--- config.mk ---
export PLATFORM = sky130hd
export DESIGN_NAME = clock_path_config_control
export DESIGN_NICKNAME = d
export VERILOG_FILES = /design/src/shared/clock_path_pkg.sv /design/src/verilog/clock_path_config_control.sv /design/src/verilog/prediv_ratio_decode.sv
export SDC_FILE = /design/constraint.sdc
export NUM_CORES = 1
export LEC_CHECK = 0
export BUFFER_PORTS_ARGS = -buffer_cell sky130_fd_sc_hd__buf_2
export CORE_MARGIN = 10
export CORE_UTILIZATION = 45
export CTS_BUF_LIST = sky130_fd_sc_hd__clkbuf_8
export DETAILED_ROUTE_END_ITERATION = 7
export GPL_ROUTABILITY_DRIVEN = 0
export PLACE_DENSITY = 0.88
export SYNTH_ARGS = -nofsm -noshare
export SYNTH_HDL_FRONTEND = slang
export SYNTH_SLANG_ARGS = --single-unit
--- constraint.sdc ---
create_clock -name pclk -period 1.84 [get_ports pclk]
set_input_delay 0.368 -clock pclk [delete_from_list [all_inputs] [get_ports pclk]]
set_output_delay 0.368 -clock pclk [all_outputs]
set_load 0.05 [all_outputs]
--- src/shared/clock_path_pkg.sv ---
// Purpose: constants, field layouts and carrier types of the clock path control block
// Assumes: APB data 32 bits, registers 8 bits wide in the low byte lane, except the status word, which reaches bit 10
// Notes:   printed offsets are register indices; the byte address is four times the index
package clock_path_pkg;

  // bus geometry
  localparam int unsigned ADDR_W = 12;
  localparam int unsigned DATA_W = 32;
  localparam int unsigned IDX_W  = 10;
  localparam int unsigned REG_W  = 8;

  // register indices (byte address = index * 4)
  localparam logic [IDX_W-1:0] IDX_LOOP_CTRL  = 10'h010;
  localparam logic [IDX_W-1:0] IDX_PREDIV     = 10'h1E0;
  localparam logic [IDX_W-1:0] IDX_SRC_SELECT = 10'h1E1;
  localparam logic [IDX_W-1:0] IDX_COMMIT     = 10'h232;
  localparam logic [IDX_W-1:0] IDX_PATH_STAT  = 10'h233;

  // field positions
  localparam int unsigned LOOP_PWR_LSB   = 0;
  localparam int unsigned LOOP_POL_BIT   = 7;
  localparam int unsigned PREDIV_LSB     = 0;
  localparam int unsigned SRC_BYPASS_BIT = 0;
  localparam int unsigned SRC_OSC_BIT    = 1;

  // path status register bit positions
  localparam int unsigned STAT_PWR_LSB     = 0;
  localparam int unsigned STAT_PENDING_BIT = 2;
  localparam int unsigned STAT_RUN_BIT     = 3;
  localparam int unsigned STAT_OSC_ON_BIT  = 4;
  localparam int unsigned STAT_BYPASS_BIT  = 5;
  localparam int unsigned STAT_OSC_SEL_BIT = 6;
  localparam int unsigned STAT_CLAMP_BIT   = 7;
  localparam int unsigned STAT_RATIO_LSB   = 8;

  // field encodings
  localparam logic [1:0] PWR_NORMAL   = 2'h0;
  localparam logic [1:0] PWR_ASYNC_PD = 2'h1;
  localparam logic [7:0] COMMIT_KEY   = 8'h01;

  // pre-divider: code 0 means divide by two, largest legal code divides by six
  localparam logic [2:0] RATIO_BASE     = 3'h2;
  localparam logic [2:0] RATIO_MAX_CODE = 3'h4;
  localparam logic [2:0] RATIO_MAX      = 3'h6;

  // reset values
  localparam logic [1:0] PWR_RST    = PWR_ASYNC_PD;
  localparam logic       POL_RST    = 1'b0;
  localparam logic [2:0] RATIO_RST  = 3'h2;
  localparam logic       BYPASS_RST = 1'b0;
  localparam logic       OSC_RST    = 1'b0;

  // one set of configuration fields, shadow or active
  typedef struct packed {
    logic [1:0] pwr;
    logic       pol_neg;
    logic [2:0] ratio_code;
    logic       bypass;
    logic       osc_sel;
  } cfg_s;

  // controls handed to the analog clock path
  typedef struct packed {
    logic       loop_run;
    logic       loop_pd;
    logic       pol_neg;
    logic       osc_power;
    logic       ext_to_prescaler;
    logic       bypass;
    logic       osc_sel;
    logic [2:0] ratio;
    logic       ratio_clamped;
  } path_ctrl_s;

  localparam cfg_s CFG_RST = '{pwr: PWR_RST, pol_neg: POL_RST, ratio_code: RATIO_RST,
                               bypass: BYPASS_RST, osc_sel: OSC_RST};

  localparam path_ctrl_s PATH_RST = '{loop_run: 1'b0, loop_pd: 1'b1, pol_neg: POL_RST,
                                      osc_power: OSC_RST, ext_to_prescaler: 1'b0,
                                      bypass: BYPASS_RST, osc_sel: OSC_RST,
                                      ratio: 3'(RATIO_RST + RATIO_BASE),
                                      ratio_clamped: 1'b0};

endpackage : clock_path_pkg

--- src/verilog/clock_path_config_control.sv ---
// Purpose: APB register block steering the clock source, pre-divider and loop power
// Assumes: single clock pclk at 40 MHz, asynchronous active-low presetn
// Notes:   written values wait in shadow storage until the key 0x01 is written to the commit register
//
// Overview of operation
// - loop power field 01 holds the loop in asynchronous power-down; default value.
// - loop power field 00 runs the loop normally.
// - pre-divider ratio field defaults to 010, dividing by four.
// - default route is clock pin through pre-divider; ratios two to six.
// - path enable bit zero feeds channel dividers from the pre-divider.
// - source select bit zero picks the clock input pin; zero by default.
// - programmed values act only after 0x01 is written to the commit register.
// - the pre-divider never divides by less than two.
// - polarity bit zero means positive, one means negative phase detector polarity.
// - loop on with pin source keeps oscillator off; pin feeds the prescaler.
// - power, ratio, path enable and source bits reset to defaults.
// - path enable one bypasses the pre-divider.
// - source select one picks the on-chip oscillator.
`timescale 1ns/1ps

module clock_path_config_control
  import clock_path_pkg::*;
(
  input  wire logic              pclk,
  input  wire logic              presetn,
  input  wire logic              psel,
  input  wire logic              penable,
  input  wire logic              pwrite,
  input  wire logic [ADDR_W-1:0] paddr,
  input  wire logic [DATA_W-1:0] pwdata,
  output logic      [DATA_W-1:0] prdata,
  output logic                   pready,
  output logic                   pslverr,
  output path_ctrl_s             path_ctrl
);

  // all state of the block in one word
  typedef struct packed {
    cfg_s              shadow;
    cfg_s              active;
    path_ctrl_s        path;
    logic              pready;
    logic              pslverr;
    logic [DATA_W-1:0] prdata;
  } ctrl_state_s;

  localparam ctrl_state_s STATE_RST = '{
    shadow:  CFG_RST,
    active:  CFG_RST,
    path:    PATH_RST,
    pready:  1'b0,
    pslverr: 1'b0,
    prdata:  '0
  };

  ctrl_state_s st_reg;
  ctrl_state_s st_next;

  // ratio of the pending code, ready for the moment it is committed
  logic [2:0] shadow_ratio;
  logic       shadow_clamped;

  prediv_ratio_decode u_shadow_ratio (
    .code    (st_reg.shadow.ratio_code),
    .ratio   (shadow_ratio),
    .clamped (shadow_clamped)
  );

  // address decode: only aligned words land on a register
  logic [IDX_W-1:0] idx;
  logic             aligned;
  logic             hit_loop;
  logic             hit_prediv;
  logic             hit_src;
  logic             hit_commit;
  logic             hit_stat;
  logic             hit_any;

  assign idx        = paddr[ADDR_W-1:2];
  assign aligned    = (paddr[1:0] == 2'h0);
  assign hit_loop   = aligned && (idx == IDX_LOOP_CTRL);
  assign hit_prediv = aligned && (idx == IDX_PREDIV);
  assign hit_src    = aligned && (idx == IDX_SRC_SELECT);
  assign hit_commit = aligned && (idx == IDX_COMMIT);
  assign hit_stat   = aligned && (idx == IDX_PATH_STAT);
  assign hit_any    = hit_loop | hit_prediv | hit_src | hit_commit | hit_stat;

  // read words: config registers echo the shadow copy, the status word
  // shows what the analog path is actually running with
  logic [DATA_W-1:0] rd_loop;
  logic [DATA_W-1:0] rd_prediv;
  logic [DATA_W-1:0] rd_src;
  logic [DATA_W-1:0] rd_stat;
  logic              pending;

  // pending is high while written values still wait for a commit
  assign pending = (st_reg.shadow != st_reg.active);

  always_comb begin
    rd_loop   = '0;
    rd_prediv = '0;
    rd_src    = '0;
    rd_stat   = '0;
    rd_loop[LOOP_PWR_LSB +: 2]          = st_reg.shadow.pwr;
    rd_loop[LOOP_POL_BIT]               = st_reg.shadow.pol_neg;
    rd_prediv[PREDIV_LSB +: 3]          = st_reg.shadow.ratio_code;
    rd_src[SRC_BYPASS_BIT]              = st_reg.shadow.bypass;
    rd_src[SRC_OSC_BIT]                 = st_reg.shadow.osc_sel;
    rd_stat[STAT_PWR_LSB +: 2]          = st_reg.active.pwr;
    rd_stat[STAT_PENDING_BIT]           = pending;
    rd_stat[STAT_RUN_BIT]               = st_reg.path.loop_run;
    rd_stat[STAT_OSC_ON_BIT]            = st_reg.path.osc_power;
    rd_stat[STAT_BYPASS_BIT]            = st_reg.path.bypass;
    rd_stat[STAT_OSC_SEL_BIT]           = st_reg.path.osc_sel;
    rd_stat[STAT_CLAMP_BIT]             = st_reg.path.ratio_clamped;
    rd_stat[STAT_RATIO_LSB +: 3]        = st_reg.path.ratio;
  end

  // next-state logic: APB handshake, shadow writes, commit and path decode
  always_comb begin
    logic             access;
    logic             finish;
    logic             commit;
    logic [REG_W-1:0] wbyte;
    logic [DATA_W-1:0] rd_word;
    cfg_s             new_active;

    access     = psel && penable;
    finish     = access && st_reg.pready;
    wbyte      = pwdata[REG_W-1:0];
    commit     = finish && pwrite && hit_commit && (wbyte == COMMIT_KEY);
    new_active = st_reg.shadow;
    rd_word    = '0;
    st_next    = st_reg;

    // read mux; commit register reads back zero since it acts only on write
    unique case (1'b1)
      hit_loop:   rd_word = rd_loop;
      hit_prediv: rd_word = rd_prediv;
      hit_src:    rd_word = rd_src;
      hit_stat:   rd_word = rd_stat;
      default:    rd_word = '0;
    endcase

    // first access cycle: prepare the answer, one wait state keeps every
    // bus output straight from a flip-flop
    if (access && !st_reg.pready) begin
      st_next.pready  = 1'b1;
      st_next.pslverr = !hit_any;
      st_next.prdata  = pwrite ? '0 : rd_word;
    end

    // completing edge: the write lands here and nowhere else
    if (finish) begin
      st_next.pready  = 1'b0;
      st_next.pslverr = 1'b0;
      st_next.prdata  = '0;
      if (pwrite) begin
        // software writes touch only the shadow copy
        if (hit_loop) begin
          st_next.shadow.pwr     = wbyte[LOOP_PWR_LSB +: 2];
          st_next.shadow.pol_neg = wbyte[LOOP_POL_BIT];
        end
        if (hit_prediv) begin
          st_next.shadow.ratio_code = wbyte[PREDIV_LSB +: 3];
        end
        if (hit_src) begin
          st_next.shadow.bypass  = wbyte[SRC_BYPASS_BIT];
          st_next.shadow.osc_sel = wbyte[SRC_OSC_BIT];
        end
      end
    end

    // commit copies the pending values into the active set in the
    // same edge that accepts the write; other values on the commit
    // register are ignored so a stray write cannot half-apply a setup
    if (commit) begin
      st_next.active = new_active;
      // loop power: only 00 runs, 01 and the undefined codes power down
      st_next.path.loop_run = (new_active.pwr == PWR_NORMAL);
      st_next.path.loop_pd  = (new_active.pwr != PWR_NORMAL);
      st_next.path.pol_neg  = new_active.pol_neg;
      // source select: zero takes the pin, one the on-chip oscillator
      st_next.path.osc_sel   = new_active.osc_sel;
      st_next.path.osc_power = new_active.osc_sel;
      // with the loop on and the pin selected the oscillator stays dark
      // and the external clock drives the prescaler directly
      st_next.path.ext_to_prescaler =
        (new_active.pwr == PWR_NORMAL) && !new_active.osc_sel;
      // path enable: zero routes through the pre-divider, one bypasses it
      st_next.path.bypass        = new_active.bypass;
      st_next.path.ratio         = shadow_ratio;
      st_next.path.ratio_clamped = shadow_clamped;
    end
  end

  // the single state register; reset restores all defaults
  always_ff @(posedge pclk or negedge presetn) begin
    if (!presetn) begin
      st_reg <= STATE_RST;
    end else begin
      st_reg <= st_next;
    end
  end

  // outputs come straight from the state register; after reset the path
  // shows pin source, pre-divider by four and loop powered down
  assign prdata    = st_reg.prdata;
  assign pready    = st_reg.pready;
  assign pslverr   = st_reg.pslverr;
  assign path_ctrl = st_reg.path;

endmodule : clock_path_config_control

--- src/verilog/prediv_ratio_decode.sv ---
// Purpose: turn a pre-divider code into the division ratio it applies
// Assumes: codes above the largest legal one can be written by software
// Notes:   purely combinational; the caller registers the result
`timescale 1ns/1ps

module prediv_ratio_decode
  import clock_path_pkg::*;
(
  input  wire logic [2:0] code,
  output logic      [2:0] ratio,
  output logic            clamped
);

  // undefined codes fall back to the slowest ratio so the channel
  // dividers never see a faster clock than any legal setting gives
  always_comb begin
    clamped = (code > RATIO_MAX_CODE);
    if (clamped) begin
      ratio = RATIO_MAX;
    end else begin
      ratio = 3'(code + RATIO_BASE); // least division is two
    end
  end

endmodule : prediv_ratio_decode
==> flow_metrics.env, run 1 <==
export IMPL_status="finished clean"
export IMPL_design_area_um2=2430
export IMPL_register_to_register_setup_slack_ns=0.14
export IMPL_grt_util_all_layers_pct=12.4
export IMPL_routed_wire_length_um=4820
export IMPL_placement_rows=25
export IMPL_placement_setup_worst_slack_ns=-0.270
export IMPL_synth_area_mux_share_pct=13.1
export IMPL_avgSynthCellArea_um2=11.3
export IMPL_clkTransAtPathRegs_ns=0.07
export IMPL_number_of_distinct_library_cells_after_synthesis=42
export IMPL_power_w=0.00168
export IMPL_regToRegStartpoint="pready"
export IMPL_sw_frac_of_total_pct=32.5
export IMPL_worstReg2RegEnd="rd_src[1]"
export IMPL_multi_input_area_um2=962
export IMPL_hold_path_cell_count=3
export IMPL_clock_power_share_pct=32.5
export IMPL_clock_tree_root_cell="sky130_fd_sc_hd__clkbuf_8"
export IMPL_static_leakage_power_nw=1.17
export IMPL_core_area_um2=4660
export IMPL_fillerInstances=429
export IMPL_seqPwrFrac_pct=48.6
export IMPL_clock_sinks=35
export IMPL_synth_compound_gate_area_share_pct=7.00
export IMPL_hold_worst_slack_ns=0.410
export IMPL_crit_path_cell_trace="buf_2, or4b_1, nor3_2, and3_1, buf_12, mux2_2"
export IMPL_min_delay_start="pwdata[0]"
export IMPL_grt_start_max_net_pins=16
export IMPL_fin_crit_ns=1.75
export IMPL_grt_overflow=0
export IMPL_placement_io_buffers=48
export IMPL_fin_nets=287
export IMPL_clock_tree_buffer_depth=2
export IMPL_grt_antenna_before_repair=0
export IMPL_post_route_drc_count=0
export IMPL_setup_slack_ns=0.0937
export IMPL_capturing_element_type_of_the_critical_path="register"
export IMPL_clk_latency_ns=0.29
export IMPL_floorplan_initialDensity_pct=46.0
export IMPL_ys_top_cells_by_area="sky130_fd_sc_hd__dfrtp_1 (34%), sky130_fd_sc_hd__buf_4 (15%), sky130_fd_sc_hd__dfstp_2 (7.3%)"
export IMPL_synth_simple_gate_area_share_pct=17.1
export IMPL_die_h_um=89.1
export IMPL_setup_viol=0
export IMPL_remaining_antenna_violation_count=0
export IMPL_fin_cells=293
export IMPL_final_clock_period_utilization_by_the_worst_path_pct=94.9
export IMPL_final_layout_size_suffix_gt1_share_pct=46.4
export IMPL_power_switching_w=0.000544
export IMPL_die_width_um=89.1
export IMPL_cts_htree_levels=2
export IMPL_global_route_wire_length_before_repair_um=7510
export IMPL_final_setup_skew_ns=0.00413
export IMPL_route_detailed_vias_per_inst=5.13
export IMPL_seq_area_um2=885
export IMPL_hold_path_endpoint="rd_prediv[0]"
export IMPL_cts_inserted_buffers=5
export IMPL_yosys_area_top_type="sky130_fd_sc_hd__dfrtp_1"
export IMPL_number_of_global_route_vias_before_repair=1612
export IMPL_drt_iter0_markers=77
export IMPL_yosysSeqAreaShare_pct=41.2
export IMPL_setup_worst_path_class="in -> reg"
export IMPL_arrival_ns=1.93
export IMPL_r2r_worst_path_cells=4
export IMPL_holdCritPathClass="in -> reg"
export IMPL_dpl_hpwl_um=3870
export IMPL_cells_after_synth=190
export IMPL_netlist_area_leader_share_pct=33.8
export IMPL_rsz_0062_raised_after_global_routing="no"
export IMPL_dp_cells=284
export IMPL_die_area_um2=7930
export IMPL_critical_path_slowest_cell="sky130_fd_sc_hd__or4b_1"
export IMPL_max_vdd_ir_drop_uv=245
export IMPL_critical_path_peak_fanout=15
export IMPL_synth_seq_cells=35
export IMPL_clock_tree_from_tritoncts="yes"
export IMPL_antenna_diode_count=0
export IMPL_power_density_cells_nw_per_um2=690
export IMPL_final_hold_violation_count=0
export IMPL_areaGrowthSynthToFinish_pct=13.3
export IMPL_synthAdderAreaFrac_pct=0
export IMPL_avgRoutedWirePerCell_um=16.5
export IMPL_vias=1504
export IMPL_setup_worst_path_start_class="input port"
export IMPL_placedInstanceArea_um2=2330
export IMPL_internal_power_w=0.00113
export IMPL_max_freq_mhz=573
export IMPL_floorplan_io_pins=94
export IMPL_maxCapViolations=0
export IMPL_detailedRoute_firstPassIterationCount=4
export IMPL_cp_data_required_time_ns=2.02
export IMPL_combPwrFrac_pct=18.9
export IMPL_synth_xor_area_share_pct=3.67
export IMPL_ys_warnings_count=0
export IMPL_worst_path_largest_cell_delay_ns=0.53
export IMPL_maxSlewViolCount=0
export IMPL_synth_cell_area_um2=2150
export IMPL_synth_top_family_by_area="buffers and inverters"
Yosys cell counts, drive strengths merged:
| master | number |
|---|---|
| o2111a | 2 |
| o211ai | 1 |
| o41ai | 1 |
| or2 | 1 |
| xnor2 | 9 |
| nor4 | 4 |
| nor2 | 6 |
| nand4 | 10 |
| and4bb | 2 |
| nor3 | 2 |
| and4b | 2 |
| o21ai | 4 |
| a22o | 6 |
| a21oi | 1 |
| and3 | 1 |
| mux2 | 20 |
| conb | 1 |
| or3b | 1 |
| dfrtp | 29 |
| buf | 45 |
| nor2b | 1 |
| nor3b | 2 |
| mux2i | 3 |
| a221oi | 1 |
| clkbuf | 3 |
| and2 | 2 |
| or4b | 1 |
| a32oi | 2 |
| inv | 4 |
| nor4b | 2 |
| and4 | 1 |
| nand2 | 10 |
| dfstp | 6 |
| a22oi | 1 |
| or4 | 1 |
| nand2b | 1 |
| nand4bb | 1 |
final cells by class:
cell class | count | area share (%)
clock buffer | 5 | 2.83
clock inverter | 3 | 0.823
inverter | 4 | 0.618
multi-input combinational | 123 | 39.6
sequential | 35 | 36.4
tap | 54 | 2.78
timing repair buffer | 69 | 17.0
metal layers:
layer,vias to the layer above,share of wire [%],GRT usage [%]
met5,-,0,0
met4,0,2.3,6.94
met3,11,8.8,3.74
met2,61,47,20.5
met1,719,42,14.0
li1,713,-,-
kinds of logic after synthesis:
family,count (synthesis)
buffers and inverters,52
and+or+nand+nor,51
DFF,35
muxes,23
AOI/OAI and AO/OA,19
xor gates and xnor gates,9
other,1
critical path, delay by kind of cell:
family | cells | cell delay (ns)
buffers and inverters | 2 | 0.27
multiplexers | 1 | 0.34
AND/OR/NAND/NOR | 3 | 0.95
cell usage in the layout (no fill, tap or decap), drive strengths merged, types with 3 or more instances in the layout:
master	netlist	routed
nor2	6	6
nand4	10	10
clkbuf	3	5
a22o	6	6
nand2	10	10
o21ai	4	4
mux2i	3	3
dfrtp	29	29
xnor2	9	9
buf	45	68
mux2	20	20
conb	1	21
inv	4	4
dfstp	6	6
nor4	4	4
per-stage QoR:
| stage | util (%) | setup TNS (ns) |
|---|---|---|
| 2_1_floorplan | - | -0.209 |
| 3_3_place_gp | 49.9 | -2.91 |
| 3_5_place_dp | 49.9 | -3.25 |
| 4_1_cts | 52.1 | 0 |
| 5_1_grt | 52.2 | 0 |
| 6_report | 52.2 | 0 |
timing repair:
item | CTS | global route
resized for setup | 0 | 1
hold buffers | 1 | 0
endpoints found under the setup margin | 0 | 3
setup buffers | 0 | 0
hold endpoints to repair | 11 | 0
worst max path at each step:
stage / start / to / slack (ns)
after floorplan: pwdata[1] / path_ctrl[5] / -0.03
after global placement: pwdata[1] / path_ctrl[4] / -0.25
after detailed placement: pwdata[1] / path_ctrl[1] / -0.27
after CTS: pwdata[1] / path_ctrl[1] / 0.04
after global routing: pwdata[1] / path_ctrl[1] / 0.03
final: pwdata[1] / path_ctrl[4] / 0.09
power by group through the flow:
stage | Sequential, W | Clock (W) | Combinational (W)
after global placement | 0.000826 | 0 | 0.000310
after global routing | 0.000819 | 0.000602 | 0.000336
after CTS | 0.000814 | 0.000559 | 0.000317
final | 0.000815 | 0.000545 | 0.000317
after floorplan | 0.000894 | 0 | 0.000176
after detailed placement | 0.000828 | 0 | 0.000315
(Power assumes the default switching activity.)
==> run 2: changes to the inputs <==
--- a/config.mk
+++ b/config.mk
@@ -12,6 +12,7 @@
 export DETAILED_ROUTE_END_ITERATION = 7
 export GPL_ROUTABILITY_DRIVEN = 0
 export PLACE_DENSITY = 0.88
+export SETUP_SLACK_MARGIN = 0.15
 export SYNTH_ARGS = -nofsm -noshare
 export SYNTH_HDL_FRONTEND = slang
 export SYNTH_SLANG_ARGS = --single-unit
==> flow_metrics.env, run 2 (synthesis gave the netlist of run 1 again) <==
export IMPL_remaining_antenna_violation_count=0
export IMPL_critical_path_peak_fanout=8
export IMPL_max_vdd_ir_drop_uv=285
export IMPL_capturing_element_type_of_the_critical_path="register"
export IMPL_die_area_um2=7930
export IMPL_final_setup_skew_ns=0.00381
export IMPL_grt_start_max_net_pins=15
export IMPL_dpl_hpwl_um=3870
export IMPL_placement_io_buffers=48
export IMPL_final_hold_violation_count=0
export IMPL_drt_iter0_markers=123
export IMPL_floorplan_initialDensity_pct=46.0
export IMPL_grt_antenna_before_repair=0
export IMPL_power_w=0.00172
export IMPL_die_h_um=89.1
export IMPL_cts_htree_levels=2
export IMPL_fin_util_pct=54.8
export IMPL_core_area_um2=4660
export IMPL_global_route_wire_length_before_repair_um=7680
export IMPL_maxCapViolations=0
export IMPL_final_layout_size_suffix_gt1_share_pct=48.8
export IMPL_worst_path_largest_cell_delay_ns=0.53
export IMPL_floorplan_io_pins=94
export IMPL_setup_slack_ns=0.130
export IMPL_clock_sinks=35
export IMPL_static_leakage_power_nw=1.24
export IMPL_power_density_cells_nw_per_um2=672
export IMPL_detailedRoute_firstPassIterationCount=4
export IMPL_most_common_layout_cells="sky130_fd_sc_hd__buf_2 (46), sky130_fd_sc_hd__dfrtp_1 (28), sky130_fd_sc_hd__buf_4 (22), sky130_fd_sc_hd__conb_1 (21), sky130_fd_sc_hd__mux2_4 (11)"
export IMPL_layout_cells_most_common="sky130_fd_sc_hd__buf_2"
export IMPL_design_area_um2=2560
export IMPL_areaGrowthSynthToFinish_pct=19.1
export IMPL_clock_tree_buffer_depth=2
export IMPL_grt_overflow=0
export IMPL_post_route_drc_count=0
export IMPL_clock_tree_root_cell="sky130_fd_sc_hd__clkbuf_8"
export IMPL_crit_path_cell_trace="buf_6, or4_4, nor3_4, and3_4, buf_12, mux2_4"
export IMPL_number_of_global_route_vias_before_repair=1648
export IMPL_seq_area_um2=885
export IMPL_fin_nets=292
export IMPL_grt_util_all_layers_pct=12.6
export IMPL_multi_input_area_um2=1010
export IMPL_cts_inserted_buffers=5
export IMPL_avgRoutedWirePerCell_um=16.7
export IMPL_maxSlewViolCount=0
export IMPL_setup_worst_path_class="in -> reg"
export IMPL_placement_rows=25
export IMPL_final_clock_period_utilization_by_the_worst_path_pct=93.0
export IMPL_setup_viol=0
export IMPL_clk_latency_ns=0.29
export IMPL_max_freq_mhz=585
export IMPL_placedInstanceArea_um2=2330
export IMPL_rsz_0062_raised_after_global_routing="yes"
export IMPL_holdCritPathClass="in -> reg"
export IMPL_clock_tree_from_tritoncts="yes"
export IMPL_route_detailed_vias_per_inst=5.16
export IMPL_routed_wire_length_um=4980
export IMPL_clkTransAtPathRegs_ns=0.07
export IMPL_die_width_um=89.1
export IMPL_placement_setup_worst_slack_ns=-0.270
export IMPL_setup_worst_path_start_class="input port"
export IMPL_status="finished clean"
export IMPL_vias=1537
export IMPL_critical_path_slowest_cell="sky130_fd_sc_hd__or4_4"
export IMPL_hold_worst_slack_ns=0.410
export IMPL_arrival_ns=1.89
export IMPL_fillerInstances=417
export IMPL_antenna_diode_count=0
export IMPL_fin_crit_ns=1.71
export IMPL_cp_data_required_time_ns=2.02
[run 2: cell type report]
| cell class | count | area share (%) |
|---|---|---|
| Inverter | 4 | 0.587 |
| Sequential cell | 35 | 34.6 |
| Clock inverter | 3 | 0.783 |
| Clock buffer | 5 | 2.69 |
| Timing Repair Buffer | 74 | 19.0 |
| Multi-Input combinational cell | 123 | 39.6 |
| Tap cell | 54 | 2.64 |
[run 2: per-layer routing]
| metal | up-vias | wire, µm | part of all wire (%) | track usage, % |
|---|---|---|---|---|
| met3 | 15 | 463 | 9.3 | 4.38 |
| met2 | 73 | 2390 | 48 | 21.1 |
| met1 | 724 | 2010 | 40 | 14.0 |
| met5 | - | 0 | 0 | 0 |
| li1 | 725 | - | - | - |
| met4 | 0 | 119 | 2.4 | 6.36 |
[run 2: critical path: cells and delay by family]
kind | cells | cell delay (ns)
buf+inv | 2 | 0.23
mux | 1 | 0.30
simple gates | 3 | 0.99
[run 2: worst paths after layout]
kind	to	slack [ns]	from	depth (start not counted)
worst max register to register	rd_prediv[2]	0.16	pready	5
worst min-delay path	rd_loop[1]	0.41	pwdata[1]	3
worst min register to register	path_ctrl[3]	0.48	path_ctrl[3]	2
max in group asynchronous	rd_prediv[1]	0.82	presetn	3
worst max-delay path	path_ctrl[2]	0.13	pwdata[4]	6
min in group asynchronous	prdata[5]	0.48	presetn	2
[run 2: report_power, final]
group / switching (W) / leakage, nW / internal (W)
Sequential: 0.0000176 / 0.452 / 0.000792
Combinational: 0.000255 / 0.752 / 0.000108
Clock: 0.000283 / 0.0402 / 0.000263
[run 2: timing repair]
action | 4_1_cts | 5_1_grt
endpoints found under the hold margin | 11 | 0
hold buffers | 1 | 0
gates cloned | 1 | 0
buffers inserted | 2 | 2
pin swaps | 1 | 4
setup endpoints to repair | 13 | 20
resized for setup | 6 | 9
[run 2: metrics by stage]
| stage | TNS [ns] | std cells |
|---|---|---|
| after CTS | 0 | 296 |
| after global routing | 0 | 298 |
| after floorplan | -0.209 | 210 |
| final | 0 | 298 |
| after detailed placement | -3.25 | 284 |
| after global placement | -2.91 | 284 |
==> run 3: changes to the inputs <==
--- a/config.mk
+++ b/config.mk
@@ -11,7 +11,7 @@
 export CTS_BUF_LIST = sky130_fd_sc_hd__clkbuf_8
 export DETAILED_ROUTE_END_ITERATION = 7
 export GPL_ROUTABILITY_DRIVEN = 0
-export PLACE_DENSITY = 0.88
+export PLACE_DENSITY = 0.87
 export SETUP_SLACK_MARGIN = 0.15
 export SYNTH_ARGS = -nofsm -noshare
 export SYNTH_HDL_FRONTEND = slang
==> flow_metrics.env, run 3 (synthesis gave the netlist of run 1 again) <==
export IMPL_status="finished clean"
export IMPL_critical_path_peak_fanout=8
export IMPL_clk_latency_ns=0.29
export IMPL_die_h_um=89.1
export IMPL_multi_input_area_um2=1000
export IMPL_routed_wire_length_um=5100
export IMPL_arrival_ns=1.91
export IMPL_number_of_global_route_vias_before_repair=1651
export IMPL_clock_tree_from_tritoncts="yes"
export IMPL_cts_inserted_buffers=5
export IMPL_final_clock_period_utilization_by_the_worst_path_pct=94.2
export IMPL_clkTransAtPathRegs_ns=0.07
export IMPL_hold_path_cell_count=3
export IMPL_remaining_antenna_violation_count=0
export IMPL_critical_path_slowest_cell="sky130_fd_sc_hd__or4_4"
export IMPL_most_common_layout_cells="sky130_fd_sc_hd__buf_2 (46), sky130_fd_sc_hd__dfrtp_1 (28), sky130_fd_sc_hd__buf_4 (22), sky130_fd_sc_hd__conb_1 (21), sky130_fd_sc_hd__mux2_4 (11)"
export IMPL_fin_util_pct=54.9
export IMPL_route_detailed_vias_per_inst=5.25
export IMPL_r2r_worst_path_cells=4
export IMPL_cts_htree_levels=2
export IMPL_placedInstanceArea_um2=2330
export IMPL_clock_tree_root_cell="sky130_fd_sc_hd__clkbuf_8"
export IMPL_setup_worst_path_class="in -> reg"
export IMPL_floorplan_io_pins=94
export IMPL_top_routing_layer_in_use="met4"
export IMPL_setup_worst_path_start_class="input port"
export IMPL_holdCritPathClass="in -> reg"
export IMPL_wl_met2_um=2610
export IMPL_cp_data_required_time_ns=2.02
export IMPL_register_to_register_setup_slack_ns=0.20
export IMPL_crit_path_cell_trace="buf_6, or4_4, nor3_4, and3_4, buf_12, mux2_4"
export IMPL_grt_antenna_before_repair=0
export IMPL_setup_viol=0
export IMPL_grt_start_max_net_pins=16
export IMPL_fin_crit_ns=1.73
export IMPL_detailedRoute_firstPassIterationCount=4
export IMPL_max_freq_mhz=577
export IMPL_fillerInstances=419
export IMPL_maxCapViolations=0
export IMPL_core_area_um2=4660
export IMPL_maxSlewViolCount=0
export IMPL_vias=1560
export IMPL_global_route_wire_length_before_repair_um=7990
export IMPL_drt_iter0_markers=70
export IMPL_areaGrowthSynthToFinish_pct=19.3
export IMPL_layout_cells_most_common="sky130_fd_sc_hd__buf_2"
export IMPL_dp_cells=284
export IMPL_final_setup_skew_ns=0.00561
export IMPL_final_layout_size_suffix_gt1_share_pct=48.6
export IMPL_avgRoutedWirePerCell_um=17.2
export IMPL_wirelength_met1_um=1940
export IMPL_min_delay_start="pwdata[1]"
export IMPL_static_leakage_power_nw=1.25
export IMPL_worst_path_largest_cell_delay_ns=0.54
export IMPL_placement_rows=25
export IMPL_grt_util_all_layers_pct=13.0
export IMPL_final_hold_violation_count=0
export IMPL_fin_cells=297
export IMPL_seq_area_um2=885
export IMPL_worstReg2RegEnd="rd_src[0]"
export IMPL_clock_tree_buffer_depth=2
export IMPL_capturing_element_type_of_the_critical_path="register"
export IMPL_rsz_0062_raised_after_global_routing="yes"
export IMPL_max_vdd_ir_drop_uv=406
export IMPL_die_width_um=89.1
export IMPL_regToRegStartpoint="pready"
export IMPL_dpl_hpwl_um=3920
export IMPL_post_route_drc_count=0
export IMPL_design_area_um2=2560
export IMPL_placement_io_buffers=48
export IMPL_power_density_cells_nw_per_um2=722
export IMPL_fin_nets=291
export IMPL_clock_sinks=35
export IMPL_antenna_diode_count=0
export IMPL_die_area_um2=7930
export IMPL_hold_path_endpoint="rd_src[1]"
export IMPL_floorplan_initialDensity_pct=46.0
export IMPL_grt_overflow=0
export IMPL_dr_wl_met3_um=468
==> run 3: cell count changes in the layout (fill, tap and decap cells not counted), sizes merged <==
cell / change
clkinvlp: -2
buf: -1
bufinv: +1
clkinv: +1
==> run 3: area by class of cell <==
class	instances	area share, %
Timing Repair Buffer	73	18.6
Inverter	4	0.587
Clock buffer	5	2.69
Clock inverter	3	1.71
Multi-Input combinational cell	123	39.2
Tap cell	54	2.64
Sequential cell	35	34.6
==> run 3: worst max-delay path by stage <==
stage,endpoint,startpoint,cells past startpoint
2_1_floorplan,path_ctrl[5],pwdata[1],6
3_5_place_dp,path_ctrl[1],pwdata[2],6
3_3_place_gp,path_ctrl[1],pwdata[2],6
6_report,rd_stat[1],pwdata[4],6
5_1_grt,rd_stat[1],pwdata[4],6
4_1_cts,path_ctrl[4],pwdata[1],6
==> run 3: critical path, delay by kind of cell <==
family | cells | cell delay [ns]
multiplexers | 1 | 0.30
AND/OR/NAND/NOR | 3 | 1.01
buffers and inverters | 2 | 0.23
==> run 3: through the flow <==
stage | hold slack [ns] | total power (W) | worst slack, ns | setup TNS, ns
after floorplan | 0.0724 | 0.00107 | -0.0349 | -0.209
after global placement | 0.247 | 0.00114 | -0.243 | -2.80
after detailed placement | 0.251 | 0.00114 | -0.244 | -2.70
after CTS | 0.405 | 0.00184 | 0.0951 | 0
after global routing | 0.396 | 0.00192 | 0.0759 | 0
final | 0.411 | 0.00185 | 0.106 | 0
==> run 3: power by group <==
part,switching (W),internal [W]
sequential,0.0000186,0.000791
combinational,0.000251,0.0000951
clock,0.000288,0.000403
==> run 3: per-layer routing <==
metal / global-route usage [%] / vias up
li1: - / 726
met1: 13.8 / 761
met2: 22.7 / 65
met3: 5.20 / 8
met4: 4.77 / 0
met5: 0 / -
==> run 3: repair_timing <==
item	4_1_cts	5_1_grt
hold buffers	1	0
setup buffers	2	1
gates resized for setup	6	7
hold endpoints to repair	10	0
pin swaps	1	4
endpoints found under the setup margin	12	16
cloned	1	0
